### src/design/ptc_regs.vh
`ifndef PTC_REGS_VH
`define PTC_REGS_VH
// ---------------------------------------------------------------
// Register map (byte addresses, one 32-bit word each)
// ---------------------------------------------------------------
`define PTC_ADDR_EVEN_CTRL   8'h00
`define PTC_ADDR_ODD_CTRL    8'h04
`define PTC_ADDR_LOWER_CNT   8'h08
`define PTC_ADDR_UPPER_CNT   8'h0C
`define PTC_ADDR_IDLE        8'h10
// ---------------------------------------------------------------
// Field positions
// ---------------------------------------------------------------
`define PTC_BIT_RUN          15
`define PTC_BIT_IDLE_HALT    13
`define PTC_BIT_GATE         6
`define PTC_BIT_PS_HI        5
`define PTC_BIT_PS_LO        4
`define PTC_BIT_PAIR         3
`define PTC_BIT_CLK_SRC      1
// Writable masks; every other bit reads zero
`define PTC_EVEN_MASK        16'hA07A
`define PTC_ODD_MASK         16'hA072
// ---------------------------------------------------------------
// Reset values and prescale counts
// ---------------------------------------------------------------
`define PTC_CTRL_RESET       16'h0000
`define PTC_PS_DIV8          8'h07
`define PTC_PS_DIV64         8'h3F
`define PTC_PS_DIV256        8'hFF
`endif

### src/design/ptc_paired_timer.v
`include "ptc_regs.vh"
`default_nettype none
// Function
// - Gate setting is ignored when the external clock is selected.
// - Internal clock with gate set accumulates under gate; zero disables gating.
// - Prescale 11=1:256, 10=1:64, 01=1:8, 00=1:1.
// - Pair bit set joins lower and upper counters into one 32-bit counter.
// - Pair bit clear gives two independent 16-bit timers, own controls.
// - Clock source one uses external pin, zero uses internal half clock.
// - In pair mode idle behaviour follows the even timer's idle halt.
// - In pair mode odd run, gate, prescale, source bits have no effect.
// - Unimplemented control bits read zero and ignore writes.
// - Even register has pair bit; odd register lacks it, forms upper half.
// - In 16-bit mode run bit starts and stops that timer.
// - In pair mode even run bit starts and stops the pair.
module ptc_paired_timer (
  input  wire        mclk,       // 250 MHz system clock
  input  wire        reset_n,    // Async reset, active low
  input  wire        wb_cyc_i,   // Wishbone cycle
  input  wire        wb_stb_i,   // Wishbone strobe
  input  wire        wb_we_i,    // Wishbone write enable
  input  wire [7:0]  wb_adr_i,   // Wishbone byte address
  input  wire [3:0]  wb_sel_i,   // Wishbone byte selects
  input  wire [31:0] wb_dat_i,   // Wishbone write data
  output reg  [31:0] wb_dat_o,   // Wishbone read data
  output reg         wb_ack_o,   // Wishbone acknowledge
  output reg         wb_err_o,   // Wishbone error, unmapped address
  input  wire        evenPin,    // External clock/gate pin, even timer
  input  wire        oddPin,     // External clock/gate pin, odd timer
  output reg         pairWide    // Pair mode in force
);
  // ---------------------------------------------------------------
  // State
  // ---------------------------------------------------------------
  reg  [15:0] evenCtrl;
  reg  [15:0] oddCtrl;
  reg  [15:0] lowerCounter;
  reg  [15:0] upperCounter;
  reg         idleMode;
  reg         intDiv;
  reg  [1:0]  evenSync;
  reg  [1:0]  oddSync;
  reg         evenLast;
  reg         oddLast;
  wire        evenRise;
  wire        oddRise;
  wire        evenTick;
  wire        oddTick;
  wire        pair;
  wire        wbReq;
  wire        wrEn;
  wire        wrEvenCtrl;
  wire        wrOddCtrl;
  wire        wrLower;
  wire        wrUpper;
  wire        wrIdle;
  wire        lowerWrap;
  wire        upperStep;
  wire [1:0]  runVec;
  wire [1:0]  idleHaltVec;
  wire [1:0]  gateVec;
  wire [3:0]  psVec;
  wire [1:0]  clkSrcVec;
  wire [1:0]  riseVec;
  wire [1:0]  levelVec;
  wire [1:0]  tickVec;
  reg  [15:0] readWord;

  assign pair     = evenCtrl[`PTC_BIT_PAIR];
  assign wbReq    = wb_cyc_i & wb_stb_i & ~wb_ack_o & ~wb_err_o;
  assign wrEn     = wbReq & wb_we_i;
  assign evenRise = evenSync[1] & ~evenLast;
  assign oddRise  = oddSync[1] & ~oddLast;

  // Merge byte lanes 0 and 1 into the old value
  function [15:0] ptcMerge;
    input [15:0] oldVal;
    input [31:0] newVal;
    input [3:0]  sel;
    begin
      ptcMerge[7:0]  = sel[0] ? newVal[7:0]  : oldVal[7:0];
      ptcMerge[15:8] = sel[1] ? newVal[15:8] : oldVal[15:8];
    end
  endfunction

  // Known register address
  function ptcMapped;
    input [7:0] adr;
    begin
      ptcMapped = (adr == `PTC_ADDR_EVEN_CTRL) | (adr == `PTC_ADDR_ODD_CTRL) |
                  (adr == `PTC_ADDR_LOWER_CNT) | (adr == `PTC_ADDR_UPPER_CNT) |
                  (adr == `PTC_ADDR_IDLE);
    end
  endfunction

  // Exact match of a request address against one register
  function ptcHit;
    input [7:0] adr;
    input [7:0] target;
    begin
      ptcHit = (adr == target);
    end
  endfunction

  // ---------------------------------------------------------------
  // Write strobes
  // ---------------------------------------------------------------
  // One strobe per register, all taken on the request edge
  assign wrEvenCtrl = wrEn & ptcHit(wb_adr_i, `PTC_ADDR_EVEN_CTRL);
  assign wrOddCtrl  = wrEn & ptcHit(wb_adr_i, `PTC_ADDR_ODD_CTRL);
  assign wrLower    = wrEn & ptcHit(wb_adr_i, `PTC_ADDR_LOWER_CNT);
  assign wrUpper    = wrEn & ptcHit(wb_adr_i, `PTC_ADDR_UPPER_CNT);
  // Idle flag lives in lane 0 only
  assign wrIdle     = wrEn & ptcHit(wb_adr_i, `PTC_ADDR_IDLE) & wb_sel_i[0];

  // ---------------------------------------------------------------
  // Pin synchronisers and internal clock divider
  // ---------------------------------------------------------------
  // Two flops per pin; the edge detector reads only the second
  always @(posedge mclk or negedge reset_n) begin
    if (!reset_n) begin
      evenSync <= 2'b00;
      oddSync  <= 2'b00;
      evenLast <= 1'b0;
      oddLast  <= 1'b0;
    end else begin
      evenSync <= {evenSync[0], evenPin};
      oddSync  <= {oddSync[0], oddPin};
      evenLast <= evenSync[1];
      oddLast  <= oddSync[1];
    end
  end

  // Half-rate enable; one pulse every second cycle stands in for the
  // internal instruction clock, so no second clock domain is needed
  always @(posedge mclk or negedge reset_n) begin
    if (!reset_n) begin
      intDiv <= 1'b0;
    end else begin
      intDiv <= ~intDiv;
    end
  end

  // ---------------------------------------------------------------
  // Tick generators
  // ---------------------------------------------------------------
  // Index 0 is the even (lower) timer, index 1 the odd (upper) one
  // In pair mode the odd run bit is masked, so its path stays idle
  assign runVec      = {oddCtrl[`PTC_BIT_RUN] & ~pair,
                        evenCtrl[`PTC_BIT_RUN]};
  assign idleHaltVec = {oddCtrl[`PTC_BIT_IDLE_HALT],
                        evenCtrl[`PTC_BIT_IDLE_HALT]};
  assign gateVec     = {oddCtrl[`PTC_BIT_GATE], evenCtrl[`PTC_BIT_GATE]};
  assign psVec       = {oddCtrl[`PTC_BIT_PS_HI:`PTC_BIT_PS_LO],
                        evenCtrl[`PTC_BIT_PS_HI:`PTC_BIT_PS_LO]};
  assign clkSrcVec   = {oddCtrl[`PTC_BIT_CLK_SRC], evenCtrl[`PTC_BIT_CLK_SRC]};
  assign riseVec     = {oddRise, evenRise};
  assign levelVec    = {oddSync[1], evenSync[1]};
  assign evenTick    = tickVec[0];
  assign oddTick     = tickVec[1];

  // Same tick logic for both timers
  genvar t;
  generate
    for (t = 0; t < 2; t = t + 1) begin : gTick
      ptc_tick_gen uTick (
        .mclk     (mclk),
        .reset_n  (reset_n),
        .run      (runVec[t]),
        .idleHalt (idleHaltVec[t]),
        .idleMode (idleMode),
        .gateEn   (gateVec[t]),
        .psSel    (psVec[2*t+1:2*t]),
        .clkSrc   (clkSrcVec[t]),
        .intTick  (intDiv),
        .extRise  (riseVec[t]),
        .pinLevel (levelVec[t]),
        .tick     (tickVec[t])
      );
    end
  endgenerate

  // ---------------------------------------------------------------
  // Counters
  // ---------------------------------------------------------------
  // Carry out of the lower half feeds the upper half in pair mode
  assign lowerWrap = evenTick & (lowerCounter == 16'hFFFF);
  // Odd controls are bypassed in pair mode; only the carry counts
  assign upperStep = pair ? lowerWrap : oddTick;

  // Lower counter; a bus write beats a tick in the same cycle
  always @(posedge mclk or negedge reset_n) begin
    if (!reset_n) begin
      lowerCounter <= 16'h0000;
    end else if (wrLower) begin
      lowerCounter <= ptcMerge(lowerCounter, wb_dat_i, wb_sel_i);
    end else if (evenTick) begin
      lowerCounter <= lowerCounter + 16'h0001;
    end
  end

  // Upper counter; same write priority, so software can preload it
  always @(posedge mclk or negedge reset_n) begin
    if (!reset_n) begin
      upperCounter <= 16'h0000;
    end else if (wrUpper) begin
      upperCounter <= ptcMerge(upperCounter, wb_dat_i, wb_sel_i);
    end else if (upperStep) begin
      upperCounter <= upperCounter + 16'h0001;
    end
  end

  // ---------------------------------------------------------------
  // Control registers
  // ---------------------------------------------------------------
  // Even control; the mask drops unimplemented bits so they never store
  always @(posedge mclk or negedge reset_n) begin
    if (!reset_n) begin
      evenCtrl <= `PTC_CTRL_RESET;
    end else if (wrEvenCtrl) begin
      evenCtrl <= ptcMerge(evenCtrl, wb_dat_i, wb_sel_i) & `PTC_EVEN_MASK;
    end
  end

  // Odd control; its mask has no pair bit, so pairing is even-side only
  always @(posedge mclk or negedge reset_n) begin
    if (!reset_n) begin
      oddCtrl <= `PTC_CTRL_RESET;
    end else if (wrOddCtrl) begin
      oddCtrl <= ptcMerge(oddCtrl, wb_dat_i, wb_sel_i) & `PTC_ODD_MASK;
    end
  end

  // Idle stand-in; software sets it where a power manager would
  always @(posedge mclk or negedge reset_n) begin
    if (!reset_n) begin
      idleMode <= 1'b0;
    end else if (wrIdle) begin
      idleMode <= wb_dat_i[0];
    end
  end

  // Pair flag output, one cycle behind the control bit
  always @(posedge mclk or negedge reset_n) begin
    if (!reset_n) begin
      pairWide <= 1'b0;
    end else begin
      pairWide <= pair;
    end
  end

  // ---------------------------------------------------------------
  // Wishbone answer
  // ---------------------------------------------------------------
  // Read mux; the upper half of every word reads zero
  always @* begin
    readWord = 16'h0000;
    case (wb_adr_i)
      `PTC_ADDR_EVEN_CTRL: readWord = evenCtrl;
      `PTC_ADDR_ODD_CTRL:  readWord = oddCtrl;
      `PTC_ADDR_LOWER_CNT: readWord = lowerCounter;
      `PTC_ADDR_UPPER_CNT: readWord = upperCounter;
      `PTC_ADDR_IDLE:      readWord = {15'h0000, idleMode};
      default:             readWord = 16'h0000;
    endcase
  end

  // One wait state; ack or err drops the cycle after it rises
  // Data is zero outside a read answer so stale values never leak
  always @(posedge mclk or negedge reset_n) begin
    if (!reset_n) begin
      wb_ack_o <= 1'b0;
      wb_err_o <= 1'b0;
      wb_dat_o <= 32'h0000_0000;
    end else begin
      wb_ack_o <= wbReq & ptcMapped(wb_adr_i);
      wb_err_o <= wbReq & ~ptcMapped(wb_adr_i);
      if (wbReq && !wb_we_i) begin
        wb_dat_o <= {16'h0000, readWord};
      end else begin
        wb_dat_o <= 32'h0000_0000;
      end
    end
  end
endmodule
`default_nettype wire

### src/design/ptc_tick_gen.v
`include "ptc_regs.vh"
`default_nettype none
// Turns one timer's control bits into a one-cycle count pulse
module ptc_tick_gen (
  input  wire       mclk,       // System clock
  input  wire       reset_n,    // Async reset, active low
  input  wire       run,        // Timer enable
  input  wire       idleHalt,   // Stop while idle
  input  wire       idleMode,   // Device idle
  input  wire       gateEn,     // Gated accumulation
  input  wire [1:0] psSel,      // Prescale select
  input  wire       clkSrc,     // 1 = external pin
  input  wire       intTick,    // Internal clock enable
  input  wire       extRise,    // Synced pin rising edge
  input  wire       pinLevel,   // Synced pin level
  output reg        tick        // Count pulse
);
  reg  [7:0] psCount;
  reg  [7:0] psLimit;
  wire       srcEdge;
  wire       active;

  // ---------------------------------------------------------------
  // Source selection and gating
  // ---------------------------------------------------------------
  // Gate only matters on the internal clock; external ignores it
  assign srcEdge = clkSrc ? extRise :
                   (intTick & (~gateEn | pinLevel));
  assign active  = run & ~(idleHalt & idleMode);

  // Prescale terminal count
  always @* begin
    case (psSel)
      2'b11:   psLimit = `PTC_PS_DIV256;
      2'b10:   psLimit = `PTC_PS_DIV64;
      2'b01:   psLimit = `PTC_PS_DIV8;
      default: psLimit = 8'h00;
    endcase
  end

  // Prescaler; cleared when stopped so restarts are aligned
  always @(posedge mclk or negedge reset_n) begin
    if (!reset_n) begin
      psCount <= 8'h00;
      tick    <= 1'b0;
    end else if (!active) begin
      psCount <= 8'h00;
      tick    <= 1'b0;
    end else if (srcEdge) begin
      if (psCount >= psLimit) begin
        psCount <= 8'h00;
        tick    <= 1'b1;
      end else begin
        psCount <= psCount + 8'h01;
        tick    <= 1'b0;
      end
    end else begin
      tick <= 1'b0;
    end
  end
endmodule
`default_nettype wire

### config.mk
export PLATFORM = sky130hd
export DESIGN_NAME = ptc_paired_timer
export DESIGN_NICKNAME = d
export VERILOG_FILES = /design/src/design/ptc_paired_timer.v /design/src/design/ptc_tick_gen.v
export VERILOG_INCLUDE_DIRS = /design/src /design/src/design
export SDC_FILE = /design/constraint.sdc
export NUM_CORES = 1
export LEC_CHECK = 0
export BUFFER_PORTS_ARGS = -buffer_cell sky130_fd_sc_hd__buf_2
export CAP_MARGIN = 20
export CORE_ASPECT_RATIO = 0.5
export CORE_MARGIN = 2
export CORE_UTILIZATION = 50
export CTS_BUF_LIST = sky130_fd_sc_hd__clkbuf_16
export CTS_CLUSTER_SIZE = 20
export DETAILED_ROUTE_END_ITERATION = 12
export GPL_TIMING_DRIVEN = 0
export PLACE_DENSITY_LB_ADDON = 0.25
export SLEW_MARGIN = 30
export SYNTH_ARGS = -nofsm -noshare
export SYNTH_HDL_FRONTEND = slang
export SYNTH_SLANG_ARGS = --single-unit
### constraint.sdc
create_clock -name mclk -period 2.6 [get_ports mclk]
set_input_delay 0.52 -clock mclk [delete_from_list [all_inputs] [get_ports mclk]]
set_output_delay 0.52 -clock mclk [all_outputs]
set_load 0.005 [all_outputs]
==> results.json, run 1 <==
{
  "drive_gt1_share_pct": 20.4,
  "worstSetupPathType": "reg2reg",
  "p_int_mw": 2.32,
  "reg2reg_from": "lowerCounter[0]$_DFFE_PN0P_",
  "reg2reg_slack_ns": 0.29,
  "dr.pass1.iters": 5,
  "ys_types": 66,
  "r2r_cells": 7,
  "tightest_slew_ns": 0.683,
  "dpl.hpwl_um": 10100,
  "vdd_ir_drop_max_uv": 287,
  "antenna_left": 0,
  "combPwrFrac_pct": 6.6,
  "yosysSeqAreaShare_pct": 43.7,
  "switching_share_pct": 22.5,
  "grt_start_max_net_pins": 66,
  "setup_violations": 0,
  "max-cap-violations": 0,
  "synthTopCellsByCount": "dfrtp_1, nand2_1, nor2_1",
  "synth_warnings": 0,
  "power.leakage_nw": 2.67,
  "path_cells": "ha_1 -> nand2_1 -> or3_1 -> o21a_2 -> buf_2 -> nor4b_1 -> a211oi_1",
  "powerDensity_nw_per_um2": 502,
  "multi_input_area_sq_um": 2670,
  "dieArea_sq_um": 11200,
  "wire_per_inst_um": 17.9,
  "antenna_cells": 0,
  "power.share.clock_pct": 45.5,
  "clk_latency_ns": 0.35,
  "hold_viol": 0,
  "switching_power_mw": 0.674,
  "drv_slew": 0,
  "hold_class": "in2async",
  "initial_core_util_pct": 50.9,
  "cts_buffer_depth": 2,
  "synthFlopType": "dfrtp_1",
  "slowest_delay_ns": 0.45,
  "final_nets": 684,
  "status": "complete, no violations",
  "slew_headroom_pct": 54.5,
  "syn-instance-count": 541,
  "pwr-share-seq_pct": 47.9,
  "yosysMostFrequentCell": "dfrtp_1",
  "clkTransAtPathRegs_ns": 0.06,
  "cts.sinks": 90,
  "syn_to_final_growth_pct": 16.1,
  "grt_overflow": 0,
  "min_period_ns": 2.31,
  "placed_area_sq_um": 5660,
  "synth_edf_count": 0,
  "htreeDepth": 3,
  "drc_errors": 0,
  "max_clock_freq_mhz": 433,
  "r2r_end": "upperCounter[4]$_DFFE_PN0P_",
  "holdBufCountCts": 0,
  "async_flop_share_pct": 100,
  "synthTopCellsByArea": "dfrtp_1, ha_1, nand2_1, nand3_1, mux2_2",
  "grt_pass1_wl_um": 21700,
  "period_share_pct": 88.9,
  "antenna_found_initial": 0,
  "dr.first_iter.drc_count": 498,
  "cp-end-kind": "register",
  "netlist_area_sq_um": 5150,
  "rows": 26,
  "routabilityCongestion": 0.947,
  "dieHeight_um": 75.8,
  "regArea_sq_um": 2250,
  "path_max_fanout": 10,
  "cp-start-kind": "register",
  "required_ns": 2.81,
  "finish.instance_area_sq_um": 5980,
  "root_buffer": "clkbuf_16",
  "grt_pass1_vias": 4129,
  "synth.largest_area_cell": "dfrtp_1",
  "synth.ff_latch_count": 90,
  "boundaryPins": 86,
  "vias": 4600,
  "final.setup.tns_ns": 0,
  "crit_arrival_ns": 2.52,
  "crit_slowest_cell": "dfrtp_1",
  "fp.dieW_um": 148,
  "cts_tree": "yes",
  "cp-startpoint": "lowerCounter[0]$_DFFE_PN0P_",
  "viasPerCell": 6.04,
  "yosysTopAreaCellShare_pct": 43.7,
  "avgSynthCellArea_sq_um": 9.52,
  "rsz0062_at_grt": "false",
  "finalClockSkew_ns": 0.00961,
  "portBuffers": 49,
  "fill_cells": 907,
  "numCtsBuffers": 9,
  "coreArea_sq_um": 10100,
  "groute.usage.overall_pct": 25.5,
  "wirelength_um": 13700
}
## how the worst max path moves through the flow
stage | endpoint | slack (ns) | cells past startpoint
floorplan | gTick[1].uTick.psCount[3]$_DFFE_PN0P_ | 0.62 | 8
global placement | wb_err_o$_DFF_PN0_ | 0.18 | 1
detailed placement | upperCounter[5]$_DFFE_PN0P_ | 0.15 | 8
CTS | gTick[1].uTick.psCount[3]$_DFFE_PN0P_ | 0.25 | 8
global route | gTick[1].uTick.psCount[2]$_DFFE_PN0P_ | 0.17 | 8
finish | upperCounter[4]$_DFFE_PN0P_ | 0.29 | 7
## power by group through the flow
stage / registers, mW / clock network, mW / logic, mW
finish: 1.43 / 1.36 / 0.199
CTS: 1.43 / 1.39 / 0.197
floorplan: 1.45 / 0 / 0.0986
detailed placement: 1.46 / 0 / 0.196
global route: 1.44 / 1.45 / 0.222
global placement: 1.46 / 0 / 0.186
## flip-flops by register name (all words and copies together) (netlist names)
register and count:
gTick.uTick.psCount 16, lowerCounter 16, upperCounter 16, wb_dat_o 16
evenCtrl 7, oddCtrl 6, evenSync 2, gTick.uTick.tick 2
oddSync 2, evenLast 1, idleMode 1, intDiv 1
oddLast 1, pairWide 1, wb_ack_o 1, wb_err_o 1
## final cells by class
class	instances	share of cell area [%]
clock inverters	7	1.44
well taps	140	2.93
flip-flops and latches	90	37.7
inverters	15	0.942
clock buffers	9	3.77
repair buffers	50	4.67
plain buffers	39	3.89
multi-input cells	412	44.7
## per-layer routing
layer	vias up	share of wire (%)	global-route usage, %
met5	-	0	0
met4	0	1.3	5.88
met3	19	11	6.41
met2	232	41	37.7
met1	2219	47	37.8
li1	2130	-	-
## cells in the final DEF (no fill, tap or decap), types with 5 or more instances in the layout
cell,count
a211oi_1,7
a21o_1,5
a21oi_1,31
a22oi_1,10
a311oi_1,7
a31oi_1,7
and2_1,7
and3_1,10
and4_1,5
buf_2,57
buf_4,20
clkbuf_1,8
clkbuf_16,9
conb_1,16
dfrtp_1,90
ha_1,16
inv_1,17
mux2_2,15
mux4_2,6
nand2_1,47
nand3_1,35
nand3b_1,6
nand4_1,13
nor2_1,43
nor2b_1,9
nor3_1,18
nor4_1,6
o21ai_0,22
o22ai_1,5
xnor2_1,6
## stage by stage
step / hold WS [ns] / total power, mW / utilization [%] / worst slack, ns / cells
after floorplan: 0.224 / 1.55 / - / 0.620 / 556
after global placement: 0.334 / 1.64 / 55.6 / 0.176 / 745
after detailed placement: 0.347 / 1.66 / 56.0 / 0.154 / 746
after CTS: 0.0358 / 3.02 / 59.0 / 0.249 / 762
after global routing: 0.0423 / 3.10 / 59.1 / 0.172 / 762
final: 0.0345 / 3.00 / 59.1 / 0.289 / 762
## cells by family (layout without fill, tap and decap cells)
kind of cell | Yosys count | in the layout | share of synthesized area (%)
adders and majority gates | 16 | 16 | 3.89
xor gates and xnor gates | 6 | 6 | 1.02
other | 1 | 16 | 0.0728
muxes | 24 | 24 | 6.49
DFF | 90 | 90 | 43.7
AOI/OAI and AO/OA | 127 | 127 | 16.7
buffers and inverters | 54 | 120 | 5.61
and+or+nand+nor | 223 | 223 | 22.5
## what timing repair did
action,CTS,global route
setup buffers,0,0
endpoints found under the setup margin,0,2
resized for setup,0,1
## critical path, delay by kind of cell (launching register included)
family / cells / cell delay (ns)
AOI/OAI and AO/OA: 2 / 0.40
and+or+nand+nor: 3 / 0.86
DFF: 1 / 0.45
buffers and inverters: 1 / 0.22
adders and majority gates: 1 / 0.25
No activity file was read; power rests on OpenSTA's default activity.
==> inputs of run 2 (changes only) <==
HOLD_SLACK_MARGIN = 0.12   (was not set)
SLEW_MARGIN = 20   (was 30)
==> run 2 against run 1 <==
Effect of this change: setup slack worse by 0.057 ns; sequential power barely moved; clock power is 11% lower; sequential cell count is the same; clock skew is 0.0020 ns lower; global-route usage about the same; critical path type unchanged; highest routed layer unchanged; routed wire length decreased by 0.16%; core utilization shrank 0.57 points; first-iteration DRC count fell by 23%; register-to-register slack worse by 0.06 ns.
==> results.json, run 2 (synthesized netlist as in run 1, its figures left out) <==
{
  "setup_violations": 0,
  "cpLargestDelayFamily": "compound AO/OA/AOI/OAI gates",
  "power.leakage_nw": 2.63,
  "cts_buffer_depth": 2,
  "hold_viol": 0,
  "vdd_ir_drop_max_uv": 348,
  "crit_slowest_cell": "dfrtp_1",
  "root_buffer": "clkbuf_16",
  "cp-start-kind": "register",
  "final_nets": 684,
  "grt_pass1_vias": 4181,
  "antenna_found_initial": 0,
  "fin_ws_ns": 0.232,
  "p_total_mw": 2.83,
  "post_cts_resized": 0,
  "dieHeight_um": 75.8,
  "max_clock_freq_mhz": 422,
  "grt_start_max_net_pins": 47,
  "antenna_left": 0,
  "powerDensity_nw_per_um2": 479,
  "path_max_fanout": 10,
  "syn_to_final_growth_pct": 14.9,
  "clkTransAtPathRegs_ns": 0.06,
  "finalClockSkew_ns": 0.00756,
  "postCtsSetupRepairBufs": 0,
  "dieArea_sq_um": 11200,
  "min_period_ns": 2.37,
  "cp-end-kind": "register",
  "viasPerCell": 5.94,
  "wire_per_inst_um": 17.9,
  "final.setup.tns_ns": 0,
  "fp.dieW_um": 148,
  "tightest_slew_ns": 0.652,
  "cts.sinks": 90,
  "status": "complete, no violations",
  "reg2reg_slack_ns": 0.23,
  "holdBufCountCts": 0,
  "path_depth": 8,
  "path_cells": "inv_1 -> ha_1 -> and4_1 -> and2_1 -> a211oi_1 -> buf_2 -> nand3_1 -> a31oi_1",
  "critPathBufInv": 2,
  "slowest_delay_ns": 0.48,
  "crit_arrival_ns": 2.62,
  "reg2reg_from": "oddCtrl[5]$_DFFE_PN0P_",
  "layout_common_cells": "dfrtp_1, buf_2, nand2_1",
  "hold_class": "in2async",
  "required_ns": 2.85,
  "dr.pass1.iters": 7,
  "vias": 4528,
  "r2r_cells": 8,
  "dpl_worst_slack_ns": 0.155,
  "antenna_cells": 0,
  "groute.usage.overall_pct": 25.5,
  "portBuffers": 49,
  "clk_latency_ns": 0.35,
  "grt_pass1_wl_um": 21700,
  "dr.first_iter.drc_count": 383,
  "fin_util_pct": 58.5,
  "dpl.hpwl_um": 10100,
  "wirelength_um": 13600,
  "drv_slew": 0,
  "cts_tree": "yes",
  "r2r_end": "gTick[1].uTick.psCount[3]$_DFFE_PN0P_",
  "coreArea_sq_um": 10100,
  "final_common_cell": "dfrtp_1",
  "drive_gt1_share_pct": 20.4,
  "rsz0062_at_grt": "false",
  "routabilityCongestion": 0.947,
  "numCtsBuffers": 9,
  "max-cap-violations": 0,
  "initial_core_util_pct": 50.9,
  "rows": 26,
  "cp-startpoint": "oddCtrl[5]$_DFFE_PN0P_",
  "boundaryPins": 86,
  "drc_errors": 0,
  "grt_overflow": 0,
  "worstSetupPathType": "reg2reg",
  "period_share_pct": 91.1,
  "htreeDepth": 3,
  "slew_headroom_pct": 55.9
}
==> run 2: layer usage <==
metal  wire length, um  track usage [%]
met1              6490             36.2
met2              5740             38.5
met3              1250             8.20
met4               148             5.88
met5                 0                0
==> run 2: worst reg2reg max path, delay by kind of cell (launching register included) <==
| kind | cells | cell delay (ns) |
|---|---|---|
| compound gates | 2 | 0.60 |
| flops | 1 | 0.48 |
| simple gates | 3 | 0.47 |
| buf+inv | 2 | 0.43 |
| fa+ha+maj | 1 | 0.30 |
==> run 2: worst max-delay path by stage <==
stage	endpoint	slack [ns]
2_1_floorplan	gTick[1].uTick.psCount[3]$_DFFE_PN0P_	0.62
3_3_place_gp	wb_err_o$_DFF_PN0_	0.18
3_5_place_dp	upperCounter[7]$_DFFE_PN0P_	0.15
4_1_cts	gTick[1].uTick.psCount[3]$_DFFE_PN0P_	0.24
5_1_grt	gTick[1].uTick.psCount[7]$_DFFE_PN0P_	0.02
6_report	gTick[1].uTick.psCount[3]$_DFFE_PN0P_	0.23
==> run 2: power breakdown <==
group          switching [mW]  internal (mW)
registers              0.0187           1.42
logic                   0.120         0.0750
clock network           0.562          0.644
==> run 2: per-stage QoR <==
step,cells,cell area (sq um),hold slack [ns]
2_1_floorplan,556,5210,0.224
3_3_place_gp,745,5630,0.334
3_5_place_dp,746,5650,0.338
4_1_cts,762,5920,0.209
5_1_grt,762,5920,0.234
6_report,762,5920,0.179
==> run 2: area by class of cell <==
class / count / area [sq um]
fillers: 902 / 4200
repair buffers: 50 / 268
inverters: 15 / 56.3
plain buffers: 39 / 233
multi-input cells: 412 / 2670
flip-flops and latches: 90 / 2250
well taps: 140 / 175
clock inverters: 7 / 45.0
clock buffers: 9 / 225
